### config.mk
export PLATFORM = sky130hd
export DESIGN_NAME = fault_history_recorder
export DESIGN_NICKNAME = d
export VERILOG_FILES = /design/src/inc/fhr_pkg.sv /design/src/rtl/fhr_slot.sv /design/src/rtl/fault_history_recorder.sv
export SDC_FILE = /design/constraint.sdc
export NUM_CORES = 2
export LEC_CHECK = 0
export BUFFER_PORTS_ARGS = -buffer_cell sky130_fd_sc_hd__buf_2
export CAP_MARGIN = 0
export CORE_MARGIN = 2
export CORE_UTILIZATION = 55
export CTS_BUF_LIST = sky130_fd_sc_hd__clkbuf_8
export CTS_CLUSTER_SIZE = 28
export DETAILED_ROUTE_END_ITERATION = 12
export PLACE_DENSITY = 0.79
export SLEW_MARGIN = 20
export SYNTH_ARGS = -nofsm -noshare
export SYNTH_HDL_FRONTEND = slang
export SYNTH_SLANG_ARGS = --single-unit
### constraint.sdc
create_clock -name clk_sys -period 1.8 [get_ports clk_sys]
set_clock_uncertainty 0.2 [all_clocks]
set_input_delay 0.09 -clock clk_sys [delete_from_list [all_inputs] [get_ports clk_sys]]
set_output_delay 0.09 -clock clk_sys [all_outputs]
set_load 0.01 [all_outputs]
### src/inc/fhr_pkg.sv
// Package: widths, ranges and carrier types for the fault history recorder
package fhr_pkg;
	localparam int SLOTS = 10;
	localparam int SLOT_IDX_W = 4;
	localparam int CODE_W = 7;
	localparam int HOURS_W = 15;
	localparam int MIN_W = 12;
	localparam int FREQ_W = 16;
	localparam int CURR_W = 16;
	localparam int BUS_W = 11;
	localparam int STAT_W = 5;
	localparam logic [CODE_W-1:0] CODE_MAX = 7'h7f;
	localparam logic [HOURS_W-1:0] HOURS_MAX = 15'h7fff;
	localparam logic [MIN_W-1:0] MIN_MAX = 12'hc80;
	localparam logic [FREQ_W-1:0] FREQ_MAX = 16'hc350;
	localparam logic [BUS_W-1:0] BUS_MAX = 11'h4b0;
	localparam logic [STAT_W-1:0] STAT_MAX = 5'h1f;
	localparam logic [SLOT_IDX_W-1:0] SLOT_FIRST = 4'h1;
	localparam logic [SLOT_IDX_W-1:0] SLOT_LAST = 4'ha;

	typedef struct packed {
		logic [HOURS_W-1:0] hours;
		logic [MIN_W-1:0] minutes;
		logic [FREQ_W-1:0] freq;
		logic [CURR_W-1:0] current;
		logic [BUS_W-1:0] busVolts;
		logic [STAT_W-1:0] status;
	} fhr_snap_type;

	typedef struct packed {
		logic valid;
		logic [CODE_W-1:0] code;
		fhr_snap_type snap;
	} fhr_entry_type;

	localparam fhr_entry_type ENTRY_RESET = '0;
endpackage : fhr_pkg

### src/rtl/fhr_slot.sv
// One history slot: loads either a new entry or its upstream neighbour
`timescale 1ns/1ps
`default_nettype none
module fhr_slot
(
	// Clocking
	input wire logic clk_sys,
	input wire logic srst,
	input wire logic clkEn,
	// Shift control
	input wire logic shiftEn,
	input var fhr_pkg::fhr_entry_type entryIn,
	// Stored entry
	output var fhr_pkg::fhr_entry_type entryOut
);
	fhr_pkg::fhr_entry_type entry_reg;

	always_ff @(posedge clk_sys)
	begin
		if (srst)
			entry_reg <= fhr_pkg::ENTRY_RESET;
		else if (clkEn && shiftEn)
			entry_reg <= entryIn;
	end

	assign entryOut = entry_reg;
endmodule : fhr_slot
`default_nettype wire

### src/rtl/fault_history_recorder.sv
// Fault history recorder: ten-deep log of fault codes with live snapshots
// Contract
// - Ten slots by age, slot 1 newest
// - Fault repeating the newest code in slot 1 is logged only once
// - Capture elapsed hours, 0 to 32767
// - Capture elapsed minutes in tenths, 0-320.0
// - Capture output frequency, hundredths Hz, 0-500
// - Capture output current in hundredths ampere
// - Capture DC bus volts, 0 to 1200
// - Capture five-bit drive status word
// - Snapshots stay aligned with code order
`timescale 1ns/1ps
`default_nettype none
module fault_history_recorder
(
	// Clocking
	input wire logic clk_sys,
	input wire logic srst,
	input wire logic clkEn,
	// Fault event from detection logic
	input wire logic faultEvent,
	input wire logic [fhr_pkg::CODE_W-1:0] faultCode,
	// Live measurements
	input wire logic [fhr_pkg::HOURS_W-1:0] elapsed_hours_value,
	input wire logic [fhr_pkg::MIN_W-1:0] elapsed_minutes_value,
	input wire logic [fhr_pkg::FREQ_W-1:0] output_frequency_value,
	input wire logic [fhr_pkg::CURR_W-1:0] output_current_value,
	input wire logic [fhr_pkg::BUS_W-1:0] dc_bus_voltage_value,
	input wire logic [fhr_pkg::STAT_W-1:0] drive_status_word,
	// History read port, slot 1 is index 1
	input wire logic [fhr_pkg::SLOT_IDX_W-1:0] readSlot,
	output var fhr_pkg::fhr_entry_type readEntry,
	output logic [fhr_pkg::CODE_W-1:0] newest_fault_code_slot,
	output logic logged
);
	// ****************************************
	// Declarations
	// ****************************************
	fhr_pkg::fhr_entry_type newEntry;
	fhr_pkg::fhr_entry_type chain [0:fhr_pkg::SLOTS];
	fhr_pkg::fhr_entry_type readNext;

	// Per-field snapshot values
	logic [fhr_pkg::CODE_W-1:0] codeClamp;
	logic [fhr_pkg::HOURS_W-1:0] hoursClamp;
	logic [fhr_pkg::MIN_W-1:0] minutesClamp;
	logic [fhr_pkg::FREQ_W-1:0] freqClamp;
	logic [fhr_pkg::CURR_W-1:0] currentPass;
	logic [fhr_pkg::BUS_W-1:0] busClamp;
	logic [fhr_pkg::STAT_W-1:0] statusMask;

	// Control
	logic isRepeat;
	logic logNext;
	logic doLog;

	// Read path
	logic readInRange;

	// ****************************************
	// Snapshot clamping
	// ****************************************
	// Out-of-range readings other than current are clamped so no other field of a slot holds an impossible value
	// Seven bits already span every legal code
	always_comb
	begin
		codeClamp = faultCode;
	end

	always_comb
	begin
		if (elapsed_hours_value > fhr_pkg::HOURS_MAX)
		begin
			hoursClamp = fhr_pkg::HOURS_MAX;
		end
		else
		begin
			hoursClamp = elapsed_hours_value;
		end
	end

	always_comb
	begin
		if (elapsed_minutes_value > fhr_pkg::MIN_MAX)
		begin
			minutesClamp = fhr_pkg::MIN_MAX;
		end
		else
		begin
			minutesClamp = elapsed_minutes_value;
		end
	end

	always_comb
	begin
		if (output_frequency_value > fhr_pkg::FREQ_MAX)
		begin
			freqClamp = fhr_pkg::FREQ_MAX;
		end
		else
		begin
			freqClamp = output_frequency_value;
		end
	end

	// No clamp on current: its ceiling scales with the drive rating
	always_comb
	begin
		currentPass = output_current_value;
	end

	always_comb
	begin
		if (dc_bus_voltage_value > fhr_pkg::BUS_MAX)
		begin
			busClamp = fhr_pkg::BUS_MAX;
		end
		else
		begin
			busClamp = dc_bus_voltage_value;
		end
	end

	always_comb
	begin
		statusMask = drive_status_word & fhr_pkg::STAT_MAX;
	end

	// ****************************************
	// Entry assembly
	// ****************************************
	// Code and snapshot share one word so they cannot drift apart
	always_comb
	begin
		newEntry.valid = 1'b1;
		newEntry.code = codeClamp;
		newEntry.snap.hours = hoursClamp;
		newEntry.snap.minutes = minutesClamp;
		newEntry.snap.freq = freqClamp;
		newEntry.snap.current = currentPass;
		newEntry.snap.busVolts = busClamp;
		newEntry.snap.status = statusMask;
	end

	// ****************************************
	// Repeat filter
	// ****************************************
	// Only slot 1 is compared; an older code returning is a new event
	assign isRepeat = chain[1].valid && (chain[1].code == newEntry.code);
	assign logNext = faultEvent && !isRepeat;
	assign doLog = clkEn && logNext;
	assign chain[0] = newEntry;

	// ****************************************
	// Shift chain of history slots
	// ****************************************
	// Whole entries move together, keeping every field with its code
	genvar g;
	generate
		for (g = 1; g <= fhr_pkg::SLOTS; g++)
		begin : gSlot
			fhr_slot uSlot
			(
				.clk_sys(clk_sys),
				.srst(srst),
				.clkEn(clkEn),
				.shiftEn(doLog),
				.entryIn(chain[g-1]),
				.entryOut(chain[g])
			);
		end
	endgenerate

	// ****************************************
	// Read side
	// ****************************************
	// No write path exists into the slots
	// Unused indices read as an empty entry rather than aliasing a slot
	assign readInRange = (readSlot >= fhr_pkg::SLOT_FIRST) && (readSlot <= fhr_pkg::SLOT_LAST);

	always_comb
	begin
		if (readInRange)
		begin
			readNext = chain[readSlot];
		end
		else
		begin
			readNext = fhr_pkg::ENTRY_RESET;
		end
	end

	always_ff @(posedge clk_sys)
	begin
		if (srst)
		begin
			readEntry <= fhr_pkg::ENTRY_RESET;
		end
		else if (clkEn)
		begin
			readEntry <= readNext;
		end
	end

	// ****************************************
	// Logged strobe
	// ****************************************
	// One cycle per accepted fault; a held event is filtered as a repeat
	always_ff @(posedge clk_sys)
	begin
		if (srst)
		begin
			logged <= 1'b0;
		end
		else if (clkEn)
		begin
			logged <= logNext;
		end
	end

	// ****************************************
	// Newest code
	// ****************************************
	assign newest_fault_code_slot = chain[1].code;
endmodule : fault_history_recorder
`default_nettype wire

# Yosys cells after proc, flatten, opt, wreduce, memory -nomap -nowiden
# Cells that the tools add are included.
# classes
eq_ne	1
order_cmp	7
muxes	8
bitwise	1
n_reduce_logical	6
# op_table
operator	n
$bmux 83 s4	1
$mux 83	3
$gt 16x16->1 const B	1
$mux 16	1
$gt 15x15->1 const B	1
$mux 15	1
$gt 12x12->1 const B	1
$mux 12	1
$gt 11x11->1 const B	1
$mux 11	1
$eq 7x7->1	1
$ge 5x5->1 const B	1
$logic_and 1x1->1	5
$not 4->5	1
$ge 4x1->1 const B	1
$le 4x4->1 const B	1
$logic_not 1->1	1
# totals
regBits	914
out_inout_bits	91
wordCells	112
in_bits	90

# Longest topological paths before layout
# depth
ltp_word	6
ltp_mapped	8

# Cells and area by module
# Synthesis repeated with hierarchy kept, for this count alone.
# hier_totals
hier_cells	5049
area_unflattened_um2	46863.7
# modules_own_cells
mod	instances	area_per_inst_um2	cells_per_inst	seq_area_each_um2
fhr_slot	10	3578.4	377	1661.6
fault_history_recorder	1	11079.4	1279	1681.6

# Least setup slack after synthesis
# OpenSTA, ideal clock, no wires.
# synth_path
path_kind	reg-to-reg
start	reg gSlot[1].uSlot.entry_reg, in the netlist gSlot[1].uSlot.entryOut[80]
end	reg gSlot[10].uSlot.entry_reg, in the netlist gSlot[10].uSlot.entryOut[0]
period_less_slack_ns	1.931
t_required_ns	1.528
n_path_buf	3
setup_ns	0.072
arrival_ns	1.659
path_stages_with_launch	8
slack_ns	-0.131
cell_sequence	dfxtp_1 -> xor2_1 -> nor4_4 -> a21o_1 -> buf_6 -> buf_12 -> buf_12 -> mux2i_1
# synth_via
elab_chain_cells	6
# synth_rtl
element	line_no	text
start: declaration	fhr_slot.sv:16	fhr_pkg::fhr_entry_type entry_reg;
start signal: assignment	fhr_slot.sv:21	entry_reg <= fhr_pkg::ENTRY_RESET;
start signal: assignment	fhr_slot.sv:23	entry_reg <= entryIn;
$eq 7x7->1	fault_history_recorder.sv:149	assign isRepeat = chain[1].valid && (chain[1].code == newEntry.code);
$logic_and 1x1->1	fault_history_recorder.sv:149	
$logic_not 1->1	fault_history_recorder.sv:150	assign logNext = faultEvent && !isRepeat;
$logic_and 1x1->1	fault_history_recorder.sv:150	
$logic_and 1x1->1	fault_history_recorder.sv:151	assign doLog = clkEn && logNext;
$logic_and 1x1->1	fhr_slot.sv:22	else if (clkEn && shiftEn)
end signal: assignment	fhr_slot.sv:21	
end signal: assignment	fhr_slot.sv:23	
end: declaration	fhr_slot.sv:16	
# Every way passes these cells.
# A chain may end at the register's enable or synchronous reset.

# Worst setup path in the final report
# layout_path
start	reg gSlot[1].uSlot.entry_reg, in the netlist gSlot[1].uSlot.entryOut[80]
end	reg gSlot[2].uSlot.entry_reg, in the netlist gSlot[2].uSlot.entryOut[0]
# layout_via
elab_chain_cells	6
# layout_rtl
element	line_no
$eq 7x7->1	fault_history_recorder.sv:149
$logic_and 1x1->1	fault_history_recorder.sv:149
$logic_not 1->1	fault_history_recorder.sv:150
$logic_and 1x1->1	fault_history_recorder.sv:150
$logic_and 1x1->1	fault_history_recorder.sv:151
$logic_and 1x1->1	fhr_slot.sv:22
end signal: assignment	fhr_slot.sv:21
end signal: assignment	fhr_slot.sv:23
end: declaration	fhr_slot.sv:16
# Every way passes these cells.

==> metrics.log <==
INFO  metric outcome = complete, but fails checks
INFO  metric failed_checks = hold timing, setup timing
INFO  metric number_of_enable_type_register_cells_in_the_synthesized_netlist = 0
INFO  metric tritoncts = done
INFO  metric synth.ff_latch_count = 914
INFO  metric detail_route.wirelength = between 100000 and 150000 µm
INFO  metric die_y = between 200 and 300 µm
INFO  metric initialDrtViolationCount = about 2200
INFO  metric dominantRegCellSynth = sky130_fd_sc_hd__dfxtp_1
INFO  metric p_comb_frac = 0.105
INFO  metric cts-htree-levels = 4
INFO  metric syn2layout_area_growth = 22.4%
INFO  metric cts_made_buffers = about 150
INFO  metric length_of_the_first_detailed_routing_pass_in_iterations = 5
INFO  metric grt-ovfl-total = 0
INFO  metric endpoint = gSlot[2].uSlot.entryOut[0]
INFO  metric synth.distinct_cells = 75
INFO  metric dpl.hpwl = between 60000 and 70000 µm
INFO  metric final_antenna_net_count = 0
INFO  metric reg2regPathDepth = 8
INFO  metric grt_max_degree = 164
INFO  metric utilization = 0.678
INFO  metric grt_antenna_before_repair = 7
INFO  metric synth.top_cells.by_count = sky130_fd_sc_hd__mux2i_1 (989), sky130_fd_sc_hd__dfxtp_1 (914), sky130_fd_sc_hd__nand2b_1 (885), sky130_fd_sc_hd__clkbuf_1 (144), sky130_fd_sc_hd__mux4_2 (131)
INFO  metric worst_slew_pin_slew = around 0.7 ns
INFO  metric synth_area_leaders = sky130_fd_sc_hd__dfxtp_1 (43%), sky130_fd_sc_hd__mux2i_1 (23%), sky130_fd_sc_hd__nand2b_1 (13%)
INFO  metric final_routed_wire_length_divided_by_cell_count = 20.4 µm
INFO  metric fin_nets = ~4400
INFO  metric regToRegSetupSlack = -0.44 ns
INFO  metric power.switching_fraction = 0.247
INFO  metric finalCritPeriodShare = 1.25
INFO  metric drc = 0
INFO  metric clock_latency = ~0.79 ns
INFO  metric netSwitchingPower = 10900 µW
INFO  metric worst_slack = -0.444 ns
INFO  metric hold_fails_final_rpt = 13
INFO  metric synth-seq-area-share = 0.428
INFO  metric drt-vias-per-instance = 5.66
INFO  metric synthCells = approximately 3700
INFO  metric crit_path_launch = gSlot[1].uSlot.entryOut[80]
INFO  metric worst-endpoint-required = between 2 and 2.5 ns
INFO  metric regToRegStartpoint = gSlot[1].uSlot.entryOut[80]
INFO  metric floorplan.die.width = 283 µm
INFO  metric ir_worst_vdd = 597 µV
INFO  metric path_class = flop to flop
INFO  metric synthesis.yosys.warnings = 0
INFO  metric port_buffers = 180
INFO  metric critPathLaunchType = flop
INFO  metric worst_ep_arrival_time = about 2.8 ns
INFO  metric placeableCoreArea = roughly 77000 µm²
INFO  metric fin_worst_hold_slack = -0.104 ns
INFO  metric worst-path-max-fanout = 7
INFO  metric initial_utilization = 0.554
INFO  metric max_cap_violations = 0
INFO  metric fillerInstances = around 5500
INFO  metric clock_sink_count = 914
INFO  metric fp.dieArea = approximately 80000 µm²
INFO  metric slew_headroom = 0.528
INFO  metric powerDensity = 844 nW/µm²
INFO  metric seqPwrFrac = 0.465
INFO  metric clkTransAtPathRegs = 0.07 ns
INFO  metric layout-drive-gt1-share = 0.203
INFO  metric cellLeakagePower = between 0.02 and 0.025 µW
INFO  metric vias_in_the_first_global_route = 31100
INFO  metric grt_use_total = 0.268
INFO  metric finalMaxSlewViolations = 0
INFO  metric clock_tree.root_cell = sky130_fd_sc_hd__clkbuf_8
INFO  metric finish.instance_area = 52300 µm²
INFO  metric placed_inst_area = 45200 µm²
INFO  metric max_freq = 0.446 GHz
INFO  metric internal_power = 33300 µW
INFO  metric final_cell_count_no_fill = 5426
INFO  metric grt_first_pass_wirelength = 170000 µm
INFO  metric globalplace.congestion = approximately 0.8
INFO  metric setup_viol = around 850
INFO  metric placement.setup.worst_slack = -0.356 ns
INFO  metric synth.most_common_cell = sky130_fd_sc_hd__mux2i_1
INFO  metric r2r_end = gSlot[2].uSlot.entryOut[0]
INFO  metric num_vias = 30700
INFO  metric fin_crit = 2.24 ns
INFO  metric grt_setup_unrepaired = yes
INFO  metric instance_count_after_placement_with_tap_cells_included = around 5000
INFO  metric synthDominantCellAreaShare = 0.428
INFO  metric worstSetupEndpointType = flop
INFO  metric synthArstFlopShare = 0
INFO  metric synth.net_count = 3825
INFO  metric ioPinCount = ~180
INFO  metric synthesis.area_per_instance = 11.4 µm²
INFO  metric power.clock.fraction = 0.430
INFO  metric post-synth-top-area-cell = sky130_fd_sc_hd__dfxtp_1
INFO  metric cts.path.max_buffers = 3
INFO  metric core.rowCount = a little over 100
INFO  metric syn-cell-area = 42800 µm²
INFO  metric hold_path.class = input pin to flop
layout make-up:
cell class / instances / area (µm²) / share of cell area
clock buffers: 197 / 2710 / 0.0518
inverters: 20 / 77.6 / 0.00148
well taps: 1040 / 1300 / 0.0249
repair buffers: 681 / 7360 / 0.141
flip-flops and latches: 914 / 18300 / 0.350
clock inverters: 74 / 460 / 0.00880
multi-input cells: 2496 / 22100 / 0.422
diodes: 4 / 10.0 / 0.000191
sequential cells by signal (all words and copies together), names as in the netlist:
signal	cells
logged	1
gSlot.uSlot.entryOut	830
readEntry	83
how the worst min path moves through the flow:
| stage | startpoint | endpoint | slack, ns | cells after the start |
|---|---|---|---|---|
| 5_1_grt | readSlot[2] | readEntry[8] | -0.1 | 5 |
| 2_1_floorplan | dc_bus_voltage_value[6] | gSlot[1].uSlot.entryOut[11] | 0.03 | 2 |
| 6_report | readSlot[1] | readEntry[8] | -0.10 | 5 |
| 4_1_cts | output_frequency_value[15] | gSlot[1].uSlot.entryOut[47] | 0.0003 | 4 |
| 3_3_place_gp | elapsed_hours_value[14] | gSlot[1].uSlot.entryOut[74] | 0.16 | 3 |
| 3_5_place_dp | elapsed_hours_value[10] | gSlot[1].uSlot.entryOut[70] | 0.18 | 3 |
cell families after synthesis:
group                     Yosys count  share of synthesized area
AOI/OAI and AO/OA                 349                     0.0611
DFF                               914                      0.428
muxes                            1141                      0.306
buffers and inverters             325                     0.0591
and+or+nand+nor                   999                      0.144
xor gates and xnor gates            7                    0.00143
worst max-delay path, cell delays in order (launching register included):
cell and delay [ns]:
sky130_fd_sc_hd__dfxtp_2 0.33, sky130_fd_sc_hd__xor2_2 0.16, sky130_fd_sc_hd__nor4_4 0.43, sky130_fd_sc_hd__a21o_4 0.24, sky130_fd_sc_hd__buf_8 0.14, sky130_fd_sc_hd__buf_12 0.18, sky130_fd_sc_hd__buf_6 0.13, sky130_fd_sc_hd__buf_16 0.13
sky130_fd_sc_hd__mux2i_1 0.21
power by group through the flow:
stage / Clock [µW] / Combinational, µW / Sequential [µW]
final: 19000 / 4660 / 20500
after floorplan: 0 / 2640 / 20900
after detailed placement: 0 / 3670 / 20900
after CTS: 19300 / 4440 / 20500
after global routing: 20200 / 4850 / 20500
after global placement: 0 / 3650 / 20900
per-stage QoR:
stage	total power (µW)	setup TNS, ns
CTS	44200	-248.44
finish	44100	-262.80
global route	45600	-349.75
floorplan	23600	-61.42
detailed placement	24600	-214.93
global placement	24600	-191.54
routing by layer:
metal / GRT usage / wire, µm / vias up
met4: 0.0921 / 2690 / 6
li1: - / - / 14500
met1: 0.350 / 48000 / 15100
met2: 0.446 / 53200 / 889
met5: 0 / 43 / -
met3: 0.0496 / 6560 / 212
what timing repair did:
item | CTS | global route
setup buffers | 27 | 12
endpoints found under the hold margin | 477 | 16
endpoints found under the setup margin | 828 | 911
cloned | 27 | 18
pin swaps | 3 | 3
gates resized for setup | 83 | 54
hold buffers | 200 | 3
cell usage in the layout, fill, tap and decap left out, types with 8 or more instances in the layout:
master                          Yosys  layout
sky130_fd_sc_hd__mux2i_1          989     978
sky130_fd_sc_hd__dfxtp_1          914     911
sky130_fd_sc_hd__nand2b_1         885     884
sky130_fd_sc_hd__clkbuf_8           0     197
sky130_fd_sc_hd__dlygate4sd3_1      0     197
sky130_fd_sc_hd__buf_2             46     177
sky130_fd_sc_hd__buf_4             27     142
sky130_fd_sc_hd__mux4_2           131     131
sky130_fd_sc_hd__buf_12            55      79
sky130_fd_sc_hd__inv_1             18      69
sky130_fd_sc_hd__o2bb2ai_1         57      57
sky130_fd_sc_hd__a22oi_1           55      55
sky130_fd_sc_hd__o21ai_1           50      50
sky130_fd_sc_hd__buf_16             0      37
sky130_fd_sc_hd__a21oi_1           29      28
sky130_fd_sc_hd__nand2_1           24      24
sky130_fd_sc_hd__nand3_1           22      22
sky130_fd_sc_hd__a221o_1           17      17
sky130_fd_sc_hd__clkbuf_16          0      17
sky130_fd_sc_hd__o22ai_1           15      15
sky130_fd_sc_hd__a221oi_1          16      15
sky130_fd_sc_hd__mux2_2            15      15
sky130_fd_sc_hd__buf_8              8      15
sky130_fd_sc_hd__nor2b_1           15      14
sky130_fd_sc_hd__buf_6             22      13
sky130_fd_sc_hd__a211o_1           11      11
sky130_fd_sc_hd__a211oi_1          11      11
sky130_fd_sc_hd__nor3_1            11      11
sky130_fd_sc_hd__o21ai_0           11      11
sky130_fd_sc_hd__mux2i_2            0      10
sky130_fd_sc_hd__nor2_1            11       9
sky130_fd_sc_hd__o211ai_1           8       8
Power figures use the tool's default switching activity.
